## config.mk

```make
export PLATFORM = sky130hd
export DESIGN_NAME = poeoc_top
export DESIGN_NICKNAME = d
export VERILOG_FILES = /design/src/core/poeoc_pkg.sv /design/src/core/poeoc_top.sv
export SDC_FILE = /design/constraint.sdc
export NUM_CORES = 1
export LEC_CHECK = 0
export BUFFER_PORTS_ARGS = -buffer_cell sky130_fd_sc_hd__clkbuf_2
export CAP_MARGIN = 20
export CORE_ASPECT_RATIO = 1.4
export CORE_MARGIN = 1.5
export CORE_UTILIZATION = 50
export CTS_CLUSTER_SIZE = 16
export DETAILED_ROUTE_END_ITERATION = 8
export PLACE_DENSITY = 0.69
export SYNTH_ARGS = -nofsm -noshare
export SYNTH_HDL_FRONTEND = slang
export SYNTH_SLANG_ARGS = --single-unit
```

## constraint.sdc

```tcl
create_clock -name sys_clk -period 4 [get_ports sys_clk]
set_clock_uncertainty 0.2 [all_clocks]
set_input_delay 0.4 -clock sys_clk [delete_from_list [all_inputs] [get_ports sys_clk]]
set_output_delay 0.4 -clock sys_clk [all_outputs]
set_load 0.02 [all_outputs]
```

## src/core/poeoc_pkg.sv

```systemverilog
// Package for the per-port overcurrent timer block: register map, fields and timing.
package poeoc_pkg;

    // ------------------------------------------------------------------
    // Geometry
    // ------------------------------------------------------------------
    localparam int          PORTS        = 4;          // Ports supervised
    localparam int          CNT_W        = 8;          // Timeout counter width
    localparam int          ADDR_W       = 4;          // Register address width
    localparam int          DATA_W       = 8;          // Register data width

    // ------------------------------------------------------------------
    // Register offsets
    // ------------------------------------------------------------------
    localparam logic [3:0]  ADDR_THR_LO  = 4'h0;       // Threshold codes, ports 0 and 1
    localparam logic [3:0]  ADDR_THR_HI  = 4'h1;       // Threshold codes, ports 2 and 3
    localparam logic [3:0]  ADDR_TIMING  = 4'h2;       // Overload and hard-limit timeouts
    localparam logic [3:0]  ADDR_PLUS    = 4'h3;       // Plus-power select, one bit a port
    localparam logic [3:0]  ADDR_GEN     = 4'h4;       // Auto mode, sense resistor select
    localparam logic [3:0]  ADDR_FAULT   = 4'h5;       // Overload fault flags, write 1 clears
    localparam logic [3:0]  ADDR_LIMEVT  = 4'h6;       // Hard-limit fault flags, write 1 clears
    localparam logic [3:0]  ADDR_POWER   = 4'h7;       // Power enable request / state

    // ------------------------------------------------------------------
    // Field positions
    // ------------------------------------------------------------------
    localparam int          THR_FLD_W    = 4;          // Each port takes one nibble
    localparam int          TIM_OVL_LSB  = 0;          // Overload timeout field
    localparam int          TIM_LIM_LSB  = 4;          // Hard-limit timeout field
    localparam int          GEN_AUTO_BIT = 0;          // Automatic mode
    localparam int          GEN_LSR_BIT  = 1;          // Low sense resistor select

    // ------------------------------------------------------------------
    // Reset values
    // ------------------------------------------------------------------
    localparam logic [7:0]  RST_THR      = 8'h00;      // Code 000: 374 mA nominal
    localparam logic [7:0]  RST_TIMING   = 8'h00;      // Shortest timeouts
    localparam logic [7:0]  RST_GEN      = 8'h01;      // Automatic mode as shipped

    // ------------------------------------------------------------------
    // Timing
    // ------------------------------------------------------------------
    localparam int          CLK_NS       = 100;        // Clock period in ns
    localparam int          TICK_NS      = 1000;       // Decrement period in ns
    localparam int          TICK_CYC     = (TICK_NS + CLK_NS - 1) / CLK_NS; // Cycles per tick
    localparam int          UP_RATIO     = 4;          // Decrement ticks per increment

    // Nominal thresholds in mA per 3-bit code
    typedef logic [9:0] poeoc_ma_t;
    localparam poeoc_ma_t THR_MA [8] = '{10'd374, 10'd110, 10'd204, 10'd374,
                                        10'd754, 10'd592, 10'd645, 10'd920};

    // Per-port configuration carried into the timer logic
    typedef struct packed {
        logic [2:0] thr_code;                          // Overload threshold code
        logic       plus;                              // Plus-power select
    } poeoc_cfg_s;

endpackage : poeoc_pkg

```

## src/core/poeoc_top.sv

```systemverilog
// Per-port overload and hard-limit timeout supervision for four powered ports.
`timescale 1ns/1ps

// Behaviour
// - Overload reached outside inrush: count down, power off at zero
// - Below overload: slow count up, saturate at field
// - Low codes select 374,110,204,374 mA
// - High codes select 754,592,645,920 mA
// - Auto mode derives settings from classification
// - Powered, good: plus-power picks doubled curve
// - Inrush limit ignores plus-power select
// - Hard limit reached: count down, power off
// - Hard limit cleared: slow count up, saturate
// - Short circuit: gate off at once
// - Overload expiry sets overload fault flag
// - Hard-limit expiry sets hard-limit fault flag
module poeoc_top #(
    parameter int PORTS_P   = poeoc_pkg::PORTS,        // Number of ports
    parameter int UP_RATIO_P = poeoc_pkg::UP_RATIO     // Decrement ticks per increment
) (
    input  wire logic                          sys_clk,        // 10 MHz clock
    input  wire logic                          resetn,         // Async reset, low
    input  wire logic [poeoc_pkg::ADDR_W-1:0]  reg_addr,       // Register address
    input  wire logic [poeoc_pkg::DATA_W-1:0]  reg_wdata,      // Write data
    input  wire logic                          reg_wr,         // Write strobe
    input  wire logic                          reg_rd,         // Read strobe
    output logic      [poeoc_pkg::DATA_W-1:0]  reg_rdata,      // Read data, next cycle
    input  wire logic [PORTS_P-1:0]            port_current_ma_valid, // Measurement valid
    input  wire logic [PORTS_P*10-1:0]         port_current_ma,// Port current in mA
    input  wire logic [PORTS_P-1:0]            hard_limit_hit, // Foldback limit reached
    input  wire logic [PORTS_P-1:0]            short_detect,   // Short circuit comparator
    input  wire logic [PORTS_P-1:0]            power_good,     // Power good per port
    input  wire logic [PORTS_P-1:0]            inrush_active,  // Start period running
    input  wire logic [PORTS_P-1:0]            class_plus,     // Class result: type 2 device
    input  wire logic [PORTS_P-1:0]            class_valid,    // Classification done
    output logic      [PORTS_P-1:0]            port_power_en,  // Port powered
    output logic      [PORTS_P-1:0]            gate_force_off, // Pass gate pulled off
    output logic      [PORTS_P-1:0]            limit_curve_2x, // Doubled foldback curve
    output logic      [PORTS_P-1:0]            limit_inrush,   // Inrush profile selected
    output logic                               low_sense_resistor_select // Sense scale
);
    import poeoc_pkg::*;

    // ------------------------------------------------------------------
    // Registers
    // ------------------------------------------------------------------
    logic [2:0]         thr_code_q [PORTS_P];    // Host threshold codes
    logic [PORTS_P-1:0] plus_q;                  // Host plus-power selects
    logic [3:0]         tim_ovl_q;               // Overload timeout field
    logic [3:0]         tim_lim_q;               // Hard-limit timeout field
    logic               auto_q;                  // Automatic mode
    logic               lsr_q;                   // Low sense resistor select
    logic [PORTS_P-1:0] overload_fault_flag_q;   // Sticky overload faults
    logic [PORTS_P-1:0] hard_limit_fault_flag_q; // Sticky hard-limit faults
    logic [PORTS_P-1:0] pwr_q;                   // Port power state
    logic [PORTS_P-1:0] ovl_exp;                 // Overload expiry this cycle
    logic [PORTS_P-1:0] lim_exp;                 // Hard-limit expiry this cycle
    poeoc_cfg_s         cfg [PORTS_P];           // Effective per-port settings

    // ------------------------------------------------------------------
    // Shared tick prescaler
    // ------------------------------------------------------------------
    logic [7:0] pre_q;    // Cycles within a tick
    logic [7:0] up_q;     // Ticks within an up step
    logic       tick;     // Decrement period strobe
    logic       up_tick;  // Slower increment strobe

    assign tick    = (pre_q == 8'(TICK_CYC - 1));
    assign up_tick = tick && (up_q == 8'(UP_RATIO_P - 1));

    // Prescaler and increment divider, free running
    always_ff @(posedge sys_clk or negedge resetn) begin
        if (!resetn) begin
            pre_q <= 8'h00;
            up_q  <= 8'h00;
        end else begin
            pre_q <= tick ? 8'h00 : pre_q + 8'h01;
            if (tick) begin
                up_q <= up_tick ? 8'h00 : up_q + 8'h01;
            end
        end
    end

    // ------------------------------------------------------------------
    // Register writes
    // ------------------------------------------------------------------
    // Configuration stores
    always_ff @(posedge sys_clk or negedge resetn) begin
        if (!resetn) begin
            for (int i = 0; i < PORTS_P; i++) thr_code_q[i] <= RST_THR[2:0];
            plus_q    <= '0;
            tim_ovl_q <= RST_TIMING[3:0];
            tim_lim_q <= RST_TIMING[7:4];
            auto_q    <= RST_GEN[GEN_AUTO_BIT];
            lsr_q     <= RST_GEN[GEN_LSR_BIT];
        end else if (reg_wr) begin
            if (reg_addr == ADDR_THR_LO) begin
                thr_code_q[0] <= reg_wdata[2:0];
                thr_code_q[1] <= reg_wdata[THR_FLD_W+2:THR_FLD_W];
            end else if (reg_addr == ADDR_THR_HI) begin
                thr_code_q[2] <= reg_wdata[2:0];
                thr_code_q[3] <= reg_wdata[THR_FLD_W+2:THR_FLD_W];
            end else if (reg_addr == ADDR_TIMING) begin
                tim_ovl_q <= reg_wdata[TIM_OVL_LSB+3:TIM_OVL_LSB];
                tim_lim_q <= reg_wdata[TIM_LIM_LSB+3:TIM_LIM_LSB];
            end else if (reg_addr == ADDR_PLUS) begin
                plus_q <= reg_wdata[PORTS_P-1:0];
            end else if (reg_addr == ADDR_GEN) begin
                auto_q <= reg_wdata[GEN_AUTO_BIT];
                lsr_q  <= reg_wdata[GEN_LSR_BIT];
            end
        end
    end

    // Write strobes for the event and power registers
    logic wr_fault;   // Clear overload flags
    logic wr_limevt;  // Clear hard-limit flags
    logic wr_power;   // Power request write
    assign wr_fault  = reg_wr && (reg_addr == ADDR_FAULT);
    assign wr_limevt = reg_wr && (reg_addr == ADDR_LIMEVT);
    assign wr_power  = reg_wr && (reg_addr == ADDR_POWER);

    // Sticky flags: an expiry in the clearing cycle still sets the flag
    always_ff @(posedge sys_clk or negedge resetn) begin
        if (!resetn) begin
            overload_fault_flag_q   <= '0;
            hard_limit_fault_flag_q <= '0;
        end else begin
            overload_fault_flag_q <= (overload_fault_flag_q
                & ~(wr_fault ? reg_wdata[PORTS_P-1:0] : '0)) | ovl_exp;
            hard_limit_fault_flag_q <= (hard_limit_fault_flag_q
                & ~(wr_limevt ? reg_wdata[PORTS_P-1:0] : '0)) | lim_exp;
        end
    end

    // Power state: host turns ports on or off, any expiry turns a port off
    always_ff @(posedge sys_clk or negedge resetn) begin
        if (!resetn) begin
            pwr_q <= '0;
        end else begin
            pwr_q <= (wr_power ? reg_wdata[PORTS_P-1:0] : pwr_q) & ~(ovl_exp | lim_exp);
        end
    end

    // Register reads, data stand in the next cycle; unmapped reads zero
    always_ff @(posedge sys_clk or negedge resetn) begin
        if (!resetn) begin
            reg_rdata <= '0;
        end else if (reg_rd) begin
            if (reg_addr == ADDR_THR_LO) begin
                reg_rdata <= {1'b0, cfg[1].thr_code, 1'b0, cfg[0].thr_code};
            end else if (reg_addr == ADDR_THR_HI) begin
                reg_rdata <= {1'b0, cfg[3].thr_code, 1'b0, cfg[2].thr_code};
            end else if (reg_addr == ADDR_TIMING) begin
                reg_rdata <= {tim_lim_q, tim_ovl_q};
            end else if (reg_addr == ADDR_PLUS) begin
                reg_rdata <= DATA_W'(plus_q);
            end else if (reg_addr == ADDR_GEN) begin
                reg_rdata <= {6'h00, lsr_q, auto_q};
            end else if (reg_addr == ADDR_FAULT) begin
                reg_rdata <= DATA_W'(overload_fault_flag_q);
            end else if (reg_addr == ADDR_LIMEVT) begin
                reg_rdata <= DATA_W'(hard_limit_fault_flag_q);
            end else if (reg_addr == ADDR_POWER) begin
                reg_rdata <= DATA_W'(pwr_q);
            end else begin
                reg_rdata <= '0;
            end
        end else begin
            reg_rdata <= '0;
        end
    end

    // ------------------------------------------------------------------
    // Sense scaling output
    // ------------------------------------------------------------------
    always_ff @(posedge sys_clk or negedge resetn) begin
        if (!resetn) begin
            low_sense_resistor_select <= 1'b0;
        end else begin
            low_sense_resistor_select <= lsr_q;
        end
    end

    // ------------------------------------------------------------------
    // Per-port timers
    // ------------------------------------------------------------------
    for (genvar p = 0; p < PORTS_P; p++) begin : g_port
        logic [CNT_W-1:0] ovl_q;      // Overload timeout counter
        logic [CNT_W-1:0] lim_q;      // Hard-limit timeout counter
        logic [CNT_W-1:0] ovl_max;    // Overload saturation count
        logic [CNT_W-1:0] lim_max;    // Hard-limit saturation count
        logic [9:0]       cur_ma;     // This port's current
        logic             over;       // Overload threshold reached
        logic             auto_plus;  // Plus selection in auto mode

        // Auto mode picks type 2 settings from classification
        assign auto_plus = class_valid[p] && class_plus[p];
        always_comb begin
            if (auto_q) begin
                cfg[p].plus     = auto_plus;
                cfg[p].thr_code = auto_plus ? 3'b110 : 3'b000;
            end else begin
                cfg[p].plus     = plus_q[p];
                cfg[p].thr_code = thr_code_q[p];
            end
        end

        // Timeout field n gives a full count of 16*n+15 ticks
        assign ovl_max = CNT_W'({tim_ovl_q, 4'hF});
        assign lim_max = CNT_W'({tim_lim_q, 4'hF});
        assign cur_ma  = port_current_ma[p*10 +: 10];
        assign over    = port_current_ma_valid[p]
                         && (cur_ma >= THR_MA[cfg[p].thr_code]);

        assign ovl_exp[p] = pwr_q[p] && !inrush_active[p] && over
                            && tick && (ovl_q == CNT_W'(1));
        assign lim_exp[p] = pwr_q[p] && hard_limit_hit[p]
                            && tick && (lim_q == CNT_W'(1));

        // Overload counter: fast down while over outside inrush, slow up otherwise
        always_ff @(posedge sys_clk or negedge resetn) begin
            if (!resetn) begin
                ovl_q <= {CNT_W{1'b1}};
            end else if (!pwr_q[p]) begin
                ovl_q <= ovl_max;                          // Reload while off
            end else if (over && !inrush_active[p]) begin
                if (tick && ovl_q != '0) ovl_q <= ovl_q - CNT_W'(1);
            end else if (up_tick && ovl_q < ovl_max) begin
                ovl_q <= ovl_q + CNT_W'(1);
            end else if (ovl_q > ovl_max) begin
                ovl_q <= ovl_max;                          // Field shrunk
            end
        end

        // Hard-limit counter, runs in inrush and powered phases
        always_ff @(posedge sys_clk or negedge resetn) begin
            if (!resetn) begin
                lim_q <= {CNT_W{1'b1}};
            end else if (!pwr_q[p]) begin
                lim_q <= lim_max;
            end else if (hard_limit_hit[p]) begin
                if (tick && lim_q != '0) lim_q <= lim_q - CNT_W'(1);
            end else if (up_tick && lim_q < lim_max) begin
                lim_q <= lim_q + CNT_W'(1);
            end else if (lim_q > lim_max) begin
                lim_q <= lim_max;
            end
        end

        // Analog controls: gate off on short or power off, curve select
        always_ff @(posedge sys_clk or negedge resetn) begin
            if (!resetn) begin
                gate_force_off[p] <= 1'b1;
                limit_curve_2x[p] <= 1'b0;
                limit_inrush[p]   <= 1'b0;
                port_power_en[p]  <= 1'b0;
            end else begin
                gate_force_off[p] <= short_detect[p] || !pwr_q[p];
                limit_inrush[p]   <= pwr_q[p] && inrush_active[p];
                limit_curve_2x[p] <= pwr_q[p] && !inrush_active[p]
                                     && power_good[p] && cfg[p].plus;
                port_power_en[p]  <= pwr_q[p] && !ovl_exp[p] && !lim_exp[p];
            end
        end
    end

endmodule : poeoc_top

```

==> results of run 1 <==
-- Yosys cell counts, drive strengths merged, types with 21 or more instances --
cell type / n / area (sq um)
nand2: 145 / 547
ha: 119 / 1490
nor2: 111 / 419
o21ai: 90 / 458
dfrtp: 74 / 1850
a21oi: 71 / 355
dfstp: 69 / 1810
inv: 64 / 240
nand3: 55 / 275
nor3: 43 / 260
clkbuf: 40 / 151
xnor2: 36 / 315
mux2: 35 / 398
mux2i: 29 / 290
xor2: 21 / 184
-- sequential cells by signal, summed over array words and instances (netlist names), 8 cells and up --
register      flops
up_q              8
thr_code_q       12
reg_rdata         8
pre_q             8
g_port.lim_q     32
g_port.ovl_q     32
-- worst reg2reg max path, stage by stage (launching register included) --
cell and delay, ps:
dfstp_2 600, clkinvlp_4 170, buf_4 180, nand2_2 100, inv_1 80, ha_1 180, inv_1 50, mux2i_1 80
ha_1 340, a2111oi_4 370, o21ai_0 130, and4b_1 220, and2_2 240, buf_4 180, mux2_2 280, and2_1 160
a22oi_1 160
-- cells by family after synthesis --
| group | Yosys count | synth area share, % |
|---|---|---|
| AND/OR/NAND/NOR | 491 | 21.8 |
| buffers and inverters | 125 | 4.48 |
| adder cells (fa/ha/maj) | 119 | 12.9 |
| XOR/XNOR | 57 | 4.32 |
| AO/OA/AOI/OAI | 320 | 18.5 |
| flip-flops | 143 | 31.7 |
| multiplexers | 66 | 6.34 |
-- layout make-up --
type	instances	area, sq um
Clock buffer	22	464
Clock inverter	10	66.3
Fill cell	2039	9290
Inverter	65	248
Multi-Input combinational cell	1053	7490
Sequential cell	143	3660
Tap cell	301	377
Timing Repair Buffer	162	1010
-- timing repair --
item                                   CTS  global route
resized for setup                        0            26
endpoints found under the hold margin   35             0
setup endpoints to repair                0            37
hold buffers                            13             0
buffers inserted                         0             6
-- per-stage QoR --
step	setup slack (ps)	TNS, ps	std cells	total power (W)	util (%)
2_1_floorplan	279	0	1321	0.00466	-
3_3_place_gp	163	0	1704	0.00545	55.2
3_5_place_dp	28.2	0	1704	0.00553	55.2
4_1_cts	6.42	0	1749	0.00703	58.1
5_1_grt	-7.09	-7.09	1756	0.00774	58.9
6_report	191	0	1756	0.00717	58.9
-- routing by layer --
metal	share of wire (%)	GRT usage (%)	vias to the layer above	routed length, um
met2	51	48.8	301	16000
li1	-	-	5037	-
met5	0	0	-	0
met4	3.0	10.1	0	934
met1	42	31.7	5045	13100
met3	4.1	3.65	51	1290
-- worst max-delay path by stage --
stage | from | end | cells past startpoint | slack (ps)
2_1_floorplan | auto_q$_DFFE_PN1P_ | g_port[3].ovl_q[4]$_DFFE_PN1P_ | 16 | 280
3_3_place_gp | auto_q$_DFFE_PN1P_ | g_port[0].ovl_q[7]$_DFFE_PN1P_ | 14 | 160
3_5_place_dp | auto_q$_DFFE_PN1P_ | g_port[3].ovl_q[5]$_DFFE_PN1P_ | 14 | 30
4_1_cts | auto_q$_DFFE_PN1P_ | g_port[3].ovl_q[2]$_DFFE_PN1P_ | 15 | 6
5_1_grt | auto_q$_DFFE_PN1P_ | g_port[3].ovl_q[2]$_DFFE_PN1P_ | 16 | -7
6_report | auto_q$_DFFE_PN1P_ | g_port[3].ovl_q[2]$_DFFE_PN1P_ | 16 | 190
-- power by group through the flow --
stage / registers, W / logic [W] / clock network (W)
after floorplan: 0.00226 / 0.00240 / 0
after global placement: 0.00252 / 0.00293 / 0
after detailed placement: 0.00252 / 0.00300 / 0
after CTS: 0.00251 / 0.00303 / 0.00149
after global routing: 0.00257 / 0.00362 / 0.00155
final: 0.00251 / 0.00320 / 0.00146
==> run metrics, run 1 <==
outcome completed; sequential-to-total area share from yosys stat 31.7%; ys flop type dfrtp_1; DIE WIDTH 132 um; Routed Antenna Nets 0; origin of the worst min-delay path reg_wdata[7]; worst-skew pair later-pin latency 430 ps; hold path depth 2; Total Wirelength 31.3 mm; DRC viols 0; die height 183 um; r2r endpoint g_port[3].ovl_q[2]$_DFFE_PN1P_; Syn Area/Cell 8.75 sq um; Slew Limit Fails 0; Max-Cap Viols 0; crit path capture type register; Core ar. 22,600 sq um; gpl congestion 0.902; final instance area 13,300 sq um; Clock Power Share 20.4%; first drt pass iteration count 5; GRT Overall Usage 26.7%; Worst path top cell family by delay simple AND/OR/NAND/NOR gates; most frequent cells in the layout nand2_1, ha_1, nor2_1; worst-path cell chain clkinvlp_4 -> buf_4 -> nand2_2 -> inv_1 -> ha_1 -> inv_1 -> mux2i_1 -> ha_1 -> a2111oi_4 -> o21ai_0 -> and4b_1 -> and2_2 -> buf_4 -> mux2_2 -> and2_1 -> a22oi_1; crit path kind register to register; CTS clk-pin slew, worst paths 60 ps; synthesized flop and latch total 143; Row Count 65; Power Dens Cells 539 nW/um^2; CTS H-tree lvls 4; VDD IR-drop max 0.352 mV; placed cell areas 12,500 sq um; Leakage Power 5.99 nW; Final HPWL DP 23.3 mm; initial antenna violation count 0; Synth Instances 1,321; Worst Tran Pin Value 996 ps; mapped cell area 11,600 sq um; share of cells above drive strength 1 23.2%; post-DR vias/cell 5.94; die area 24,100 sq um; PortBufs 108; vias in the first global route 10,410; CP max-delay cell dfstp_2; ys async rst share 100%; first-pass GRT wire length 51.9 mm; final setup fails 0; part of the power in combinational logic 44.6%; Max-slew headroom 33.1%; Bufs on Longest Clock Path 2; critical path arrival 3960 ps; grt ovf 0; Area Overhead vs Synth 15.2%; Post-synth EDFFs 0; fin crit period 3810 ps; num ports 109; Crit Path Max Fanout 8; Starting Density 51.2%; hold-critical path endpoint tim_lim_q[3]$_DFFE_PN0P_; Register-to-Register Path Depth 16; most common cell after layout, fill and taps aside nand2_1; sw power 0.00298 W; syn_nets 1,524; sequential power share 35.0%; DR vias 10,434; largest net degree at the start of global routing 81; WL/cell 17.8 um; Int Power 0.00419 W; Critical Path RT 4150 ps; Initial DRC Count 656; period utilisation layout 95.2%; Final Net Count 1,645; Yosys cell types 95; cts bufs inserted 17; Critical R2R Launch auto_q$_DFFE_PN1P_; Worst Path Buf+Inv 5; antenna cell count 0; Worst Hold Class input port to register; Synth Warn # 0; final hold violation count 0; CTS Sinks 143; Root Driver clkbuf_16; Fmax achieved 0.263 GHz; R2R setup slack 190 ps; CP startpoint kind register; switching share of power 41.6%; Worst path max stage delay 600 ps; hold_ws 38.8 ps; TritonCTS clock tree yes
No activity file was read; power rests on OpenSTA's default activity.
==> run 2, diff against run 1 <==
--- a/config.mk
+++ b/config.mk
@@ -12,7 +12,7 @@
 export CORE_UTILIZATION = 50
 export CTS_CLUSTER_SIZE = 16
 export DETAILED_ROUTE_END_ITERATION = 8
-export PLACE_DENSITY = 0.69
+export PLACE_DENSITY = 0.73
 export SYNTH_ARGS = -nofsm -noshare
 export SYNTH_HDL_FRONTEND = slang
 export SYNTH_SLANG_ARGS = --single-unit
==> run 2 against run 1 <==
Global-route usage down 0.60 points. Design area shrank 0.29%. First-iteration DRC count fell by 7.2%. Sequential share of layout area rose by 0.080 points. Worst hold slack improved by 11 ps. Utilization is 0.17 points lower. Register-to-register slack barely moved. Sequential power up 2%. Die area unchanged. Via count up 0.44%. Critical path type unchanged. Critical endpoint is now g_port[1].ovl_q[7]$_DFFE_PN1P_.
==> run metrics, run 2 (synthesized netlist as in run 1, its figures left out) <==
outcome completed; Crit Path Max Fanout 5; Power Dens Cells 551 nW/um^2; Sequential Area 3660 sq um; Leakage Power 5.97 nW; VDD IR-drop max 0.363 mV; final instance area 13,300 sq um; Clock Power Share 22.7%; Final HPWL DP 23.0 mm; origin of the worst min-delay path reg_wdata[7]; final hold violation count 0; final setup fails 0; fin crit period 3810 ps; antenna cell count 0; DIE WIDTH 132 um; crit path kind register to register; Critical R2R Launch auto_q$_DFFE_PN1P_; switching share of power 41.1%; CP startpoint kind register; Bufs on Longest Clock Path 2; footprint of the multi-input gates 7480 sq um; Placed Cells 1,693; PortBufs 108; CTS H-tree lvls 4; CP max-delay cell dfstp_2; first-pass GRT wire length 50.9 mm; share of cells above drive strength 1 22.6%; sw power 0.00301 W; Root Driver clkbuf_16; gpl congestion 0.910; most common cell after layout, fill and taps aside nand2_1; WL/cell 17.8 um; sequential power share 35.1%; Area Overhead vs Synth 14.8%; CTS Sinks 143; cts bufs inserted 17; vias in the first global route 10,280; DRC viols 0; Total Wirelength 31.1 mm; post-DR vias/cell 6.01; Worst Path Buf+Inv 3; Fmax achieved 0.262 GHz; Crit. Startpoint auto_q$_DFFE_PN1P_; Int Power 0.00431 W; Worst Hold Class input port to register; Slew Limit Fails 0; Max-Cap Viols 0; Routed Antenna Nets 0; Worst path top cell family by delay compound AO/OA/AOI/OAI gates; critical path arrival 3970 ps; Final Net Count 1,634; CTS clk-pin slew, worst paths 60 ps; initial antenna violation count 0; Row Count 65; worst-skew pair later-pin latency 430 ps; period utilisation layout 95.3%; Worst path max stage delay 560 ps; Max-slew headroom 24.7%; largest net degree at the start of global routing 86; part of the power in combinational logic 42.2%; Worst Tran Pin Value 1130 ps; DR vias 10,480; die height 183 um; fin cells 1,745; Initial DRC Count 609; Starting Density 51.2%; largest registers g_port.lim_q (32), g_port.ovl_q (32), thr_code_q (12); worst-path cell chain clkinv_1 -> buf_4 -> a21o_1 -> ha_1 -> o21ai_0 -> ha_1 -> a2111oi_4 -> o21ai_0 -> and4b_2 -> and2_1 -> o311ai_4 -> buf_6 -> mux2_2; Fillers 2,014; placed cell areas 12,400 sq um; num ports 109; crit path capture type register; GRT Overall Usage 26.1%; grt ovf 0; Critical Path RT 4150 ps; TritonCTS clock tree yes; most frequent cells in the layout nand2_1, ha_1, nor2_1; first drt pass iteration count 4; die area 24,100 sq um; Core ar. 22,600 sq um
[run 2: changes by cell type in the layout (fill, tap and decap cells not counted), moves of 3 or more]
| cell | before | now |
|---|---|---|
| a2111oi_2 | 0 | 3 |
| buf_4 | 37 | 28 |
| bufinv_16 | 0 | 3 |
| clkinvlp_4 | 6 | 2 |
[run 2: power by group through the flow]
stage | logic, W | registers [W] | clock network (W)
after floorplan | 0.00240 | 0.00226 | 0
after global placement | 0.00284 | 0.00257 | 0
after detailed placement | 0.00294 | 0.00257 | 0
after CTS | 0.00297 | 0.00255 | 0.00168
after global routing | 0.00347 | 0.00263 | 0.00173
final | 0.00309 | 0.00257 | 0.00166
[run 2: cell type report]
type	count	area share, %
inverter	65	1.84
sequential	143	27.6
multi-input combinational	1053	56.3
clock buffer	19	3.26
tap	301	2.84
clock inverter	13	1.23
timing repair buffer	151	6.92
[run 2: repair_timing]
action | in CTS | in global routing
endpoints found under the setup margin | 11 | 36
pin swaps | 1 | 4
resized for setup | 3 | 20
endpoints found under the hold margin | 57 | 0
hold buffers | 13 | 0
buffers inserted | 0 | 7
[run 2: worst paths after layout]
check | end | slack [ps] | cells past startpoint
worst max-delay path | g_port[1].ovl_q[7]$_DFFE_PN1P_ | 190 | 13
worst min-delay path | tim_lim_q[3]$_DFFE_PN0P_ | 50 | 2
worst max register to register | g_port[1].ovl_q[7]$_DFFE_PN1P_ | 190 | 13
worst min register to register | low_sense_resistor_select$_DFF_PN0_ | 210 | 0
max in group asynchronous | g_port[0].lim_q[2]$_DFFE_PN1P_ | 2390 | 3
min in group asynchronous | limit_inrush[1]$_DFF_PN0_ | 390 | 2
[run 2: metal layers]
layer  GRT usage (%)  vias to the layer above  part of all wire, %
li1                -                     5027                    -
met1            30.7                     5012                   40
met2            47.5                      360                   51
met3            3.45                       81                  5.0
met4            11.5                        0                  3.8
met5               0                        -                    0
[run 2: stage by stage]
stage	setup WS, ps	hold slack, ps	setup TNS [ps]	total power (W)	util, %
6_report	186	49.7	0	0.00732	58.7
5_1_grt	-43.5	43.2	-43.5	0.00784	58.7
4_1_cts	22.9	38.4	0	0.00720	58.1
3_5_place_dp	-65.6	199	-157	0.00550	54.8
3_3_place_gp	77.1	199	0	0.00540	54.8
2_1_floorplan	279	-95.6	0	0.00466	-
==> run 3, diff against run 2 <==
--- a/config.mk
+++ b/config.mk
@@ -7,11 +7,11 @@
 export LEC_CHECK = 0
 export BUFFER_PORTS_ARGS = -buffer_cell sky130_fd_sc_hd__clkbuf_2
 export CAP_MARGIN = 20
-export CORE_ASPECT_RATIO = 1.4
 export CORE_MARGIN = 1.5
 export CORE_UTILIZATION = 50
 export CTS_CLUSTER_SIZE = 16
 export DETAILED_ROUTE_END_ITERATION = 8
+export HOLD_SLACK_MARGIN = 0.03
 export PLACE_DENSITY = 0.73
 export SYNTH_ARGS = -nofsm -noshare
 export SYNTH_HDL_FRONTEND = slang
==> run 3 against run 2 <==
Critical path depth rose by 1. Flip-flop and latch count did not move. Final cell count fell by 0.34%. Design area rose by 0.38%. Register-to-register slack got worse by 30 ps. Worst setup slack got worse by 34 ps. Die area barely moved. Critical path type unchanged. Critical endpoint is now g_port[3].ovl_q[7]$_DFFE_PN1P_.
==> run metrics, run 3 (synthesized netlist as in run 1, its figures left out) <==
outcome completed; Power Total 0.00722 W; DR vias 10,687; sequential power share 35.5%; worst-skew pair later-pin latency 440 ps; pre-CTS setup slack -37.0 ps; gpl congestion 0.940; Routed Antenna Nets 0; die height 155 um; Util after Layout 58.9%; post-DR vias/cell 6.15; Worst path top cell family by delay compound AO/OA/AOI/OAI gates; Leakage Power 5.98 nW; Placed Cells 1,681; Max-slew headroom 26.3%; critical path arrival 4010 ps; antenna cell count 0; Slew Limit Fails 0; Final HPWL DP 22.7 mm; die area 24,100 sq um; Initial DRC Count 881; first drt pass iteration count 5; DRC viols 0; largest registers g_port.lim_q (32), g_port.ovl_q (32), thr_code_q (12); Int Power 0.00420 W; first-pass GRT wire length 51.0 mm; WL/cell 18.1 um; most common cell after layout, fill and taps aside nand2_1; Worst Tran Pin Value 1100 ps; VDD IR-drop max 0.274 mV; vias in the first global route 10,199; crit path capture type register; Starting Density 51.1%; final setup fails 0; Power Dens Cells 541 nW/um^2; Core ar. 22,600 sq um; Area Overhead vs Synth 15.3%; switching share of power 41.8%; sw power 0.00302 W; Worst Hold Class input port to register; CP startpoint kind register; worst-path cell chain buf_4 -> and3_1 -> a21o_1 -> ha_1 -> nor2b_1 -> ha_1 -> nand2b_1 -> a211oi_1 -> o211ai_1 -> and2_2 -> buf_6 -> nand2b_1 -> o221a_2 -> a21oi_1; Clock Power Share 21.0%; grt ovf 0; num ports 109; Final Net Count 1,644; Max-Cap Viols 0; part of the power in combinational logic 43.5%; Total Wirelength 31.5 mm; initial antenna violation count 0; PortBufs 108; CTS H-tree lvls 4; CP max-delay cell dfstp_2; final hold violation count 0; most frequent cells in the layout nand2_1, ha_1, nor2_1; cts bufs inserted 17; fin worst setup slack 152 ps; Worst path max stage delay 580 ps; Worst Path Buf+Inv 2; Row Count 55; fin cells 1,739; CTS Sinks 143; Bufs on Longest Clock Path 2; Fmax achieved 0.260 GHz; period utilisation layout 96.2%; GRT Overall Usage 26.3%; fin crit period 3850 ps; DIE WIDTH 155 um; crit path kind register to register; CTS clk-pin slew, worst paths 70 ps; Root Driver clkbuf_16; largest net degree at the start of global routing 90; TritonCTS clock tree yes; share of cells above drive strength 1 23.5%; Crit Path Max Fanout 15; Critical Path RT 4160 ps
[run 3: cell count changes in the layout (fill, tap and decap cells not counted), moves of 2 or more]
cell        before  now
a2111oi_2        3    1
a2111oi_4        2    4
and3_1          17   15
and3_4           0    2
buf_4           28   38
bufinv_16        3    1
clkinvlp_4       2    5
[run 3: path summary, 6_finish.rpt]
check	depth (start not counted)	endpoint	startpoint	slack [ps]
setup / recovery	14	g_port[3].ovl_q[7]$_DFFE_PN1P_	auto_q$_DFFE_PN1P_	150
setup reg to reg	14	g_port[3].ovl_q[7]$_DFFE_PN1P_	auto_q$_DFFE_PN1P_	150
hold reg to reg	2	overload_fault_flag_q[2]$_DFF_PN0_	overload_fault_flag_q[2]$_DFF_PN0_	280
max in group asynchronous	3	g_port[3].lim_q[3]$_DFFE_PN1P_	resetn	2260
min in group asynchronous	2	port_power_en[1]$_DFF_PN0_	resetn	410
hold / removal	2	tim_lim_q[3]$_DFFE_PN0P_	reg_wdata[7]	50
[run 3: stage by stage]
| stage | hold WS, ps | TNS [ps] | instance area, sq um |
|---|---|---|---|
| 5_1_grt | 52.0 | -54.2 | 13300 |
| 3_5_place_dp | 257 | -87.1 | 12400 |
| 2_1_floorplan | -95.6 | 0 | 11600 |
| 4_1_cts | 38.7 | 0 | 13100 |
| 3_3_place_gp | 262 | 0 | 12400 |
| 6_report | 46.9 | 0 | 13300 |
[run 3: layout make-up]
class,instances,area [sq um]
clock buffers,19,433
multi-input cells,1053,7530
repair buffers,160,973
inverters,65,248
fillers,1954,9310
clock inverters,13,115
flip-flops and latches,143,3660
repair inverters,1,5.00
well taps,285,357
[run 3: timing repair]
| action | 4_1_cts | 5_1_grt |
|---|---|---|
| resized for setup | 2 | 31 |
| gates cloned | 0 | 1 |
| buffers inserted | 2 | 10 |
| hold buffers | 13 | 0 |
| hold endpoints to repair | 52 | 0 |
| pin swaps | 2 | 11 |
| endpoints found under the setup margin | 9 | 40 |
[run 3: power groups by stage]
stage / Clock (W) / Sequential (W) / Combinational, W
2_1_floorplan: 0 / 0.00226 / 0.00240
3_3_place_gp: 0 / 0.00255 / 0.00283
3_5_place_dp: 0 / 0.00255 / 0.00294
4_1_cts: 0.00154 / 0.00253 / 0.00298
5_1_grt: 0.00160 / 0.00263 / 0.00352
6_report: 0.00152 / 0.00256 / 0.00314
[run 3: routing by layer]
metal | share of wire, % | track usage [%] | vias up
met5 | 0 | 0 | -
met4 | 2.9 | 9.98 | 0
met3 | 6.6 | 4.32 | 69
met2 | 47 | 43.8 | 462
met1 | 44 | 34.2 | 5121
li1 | - | - | 5035
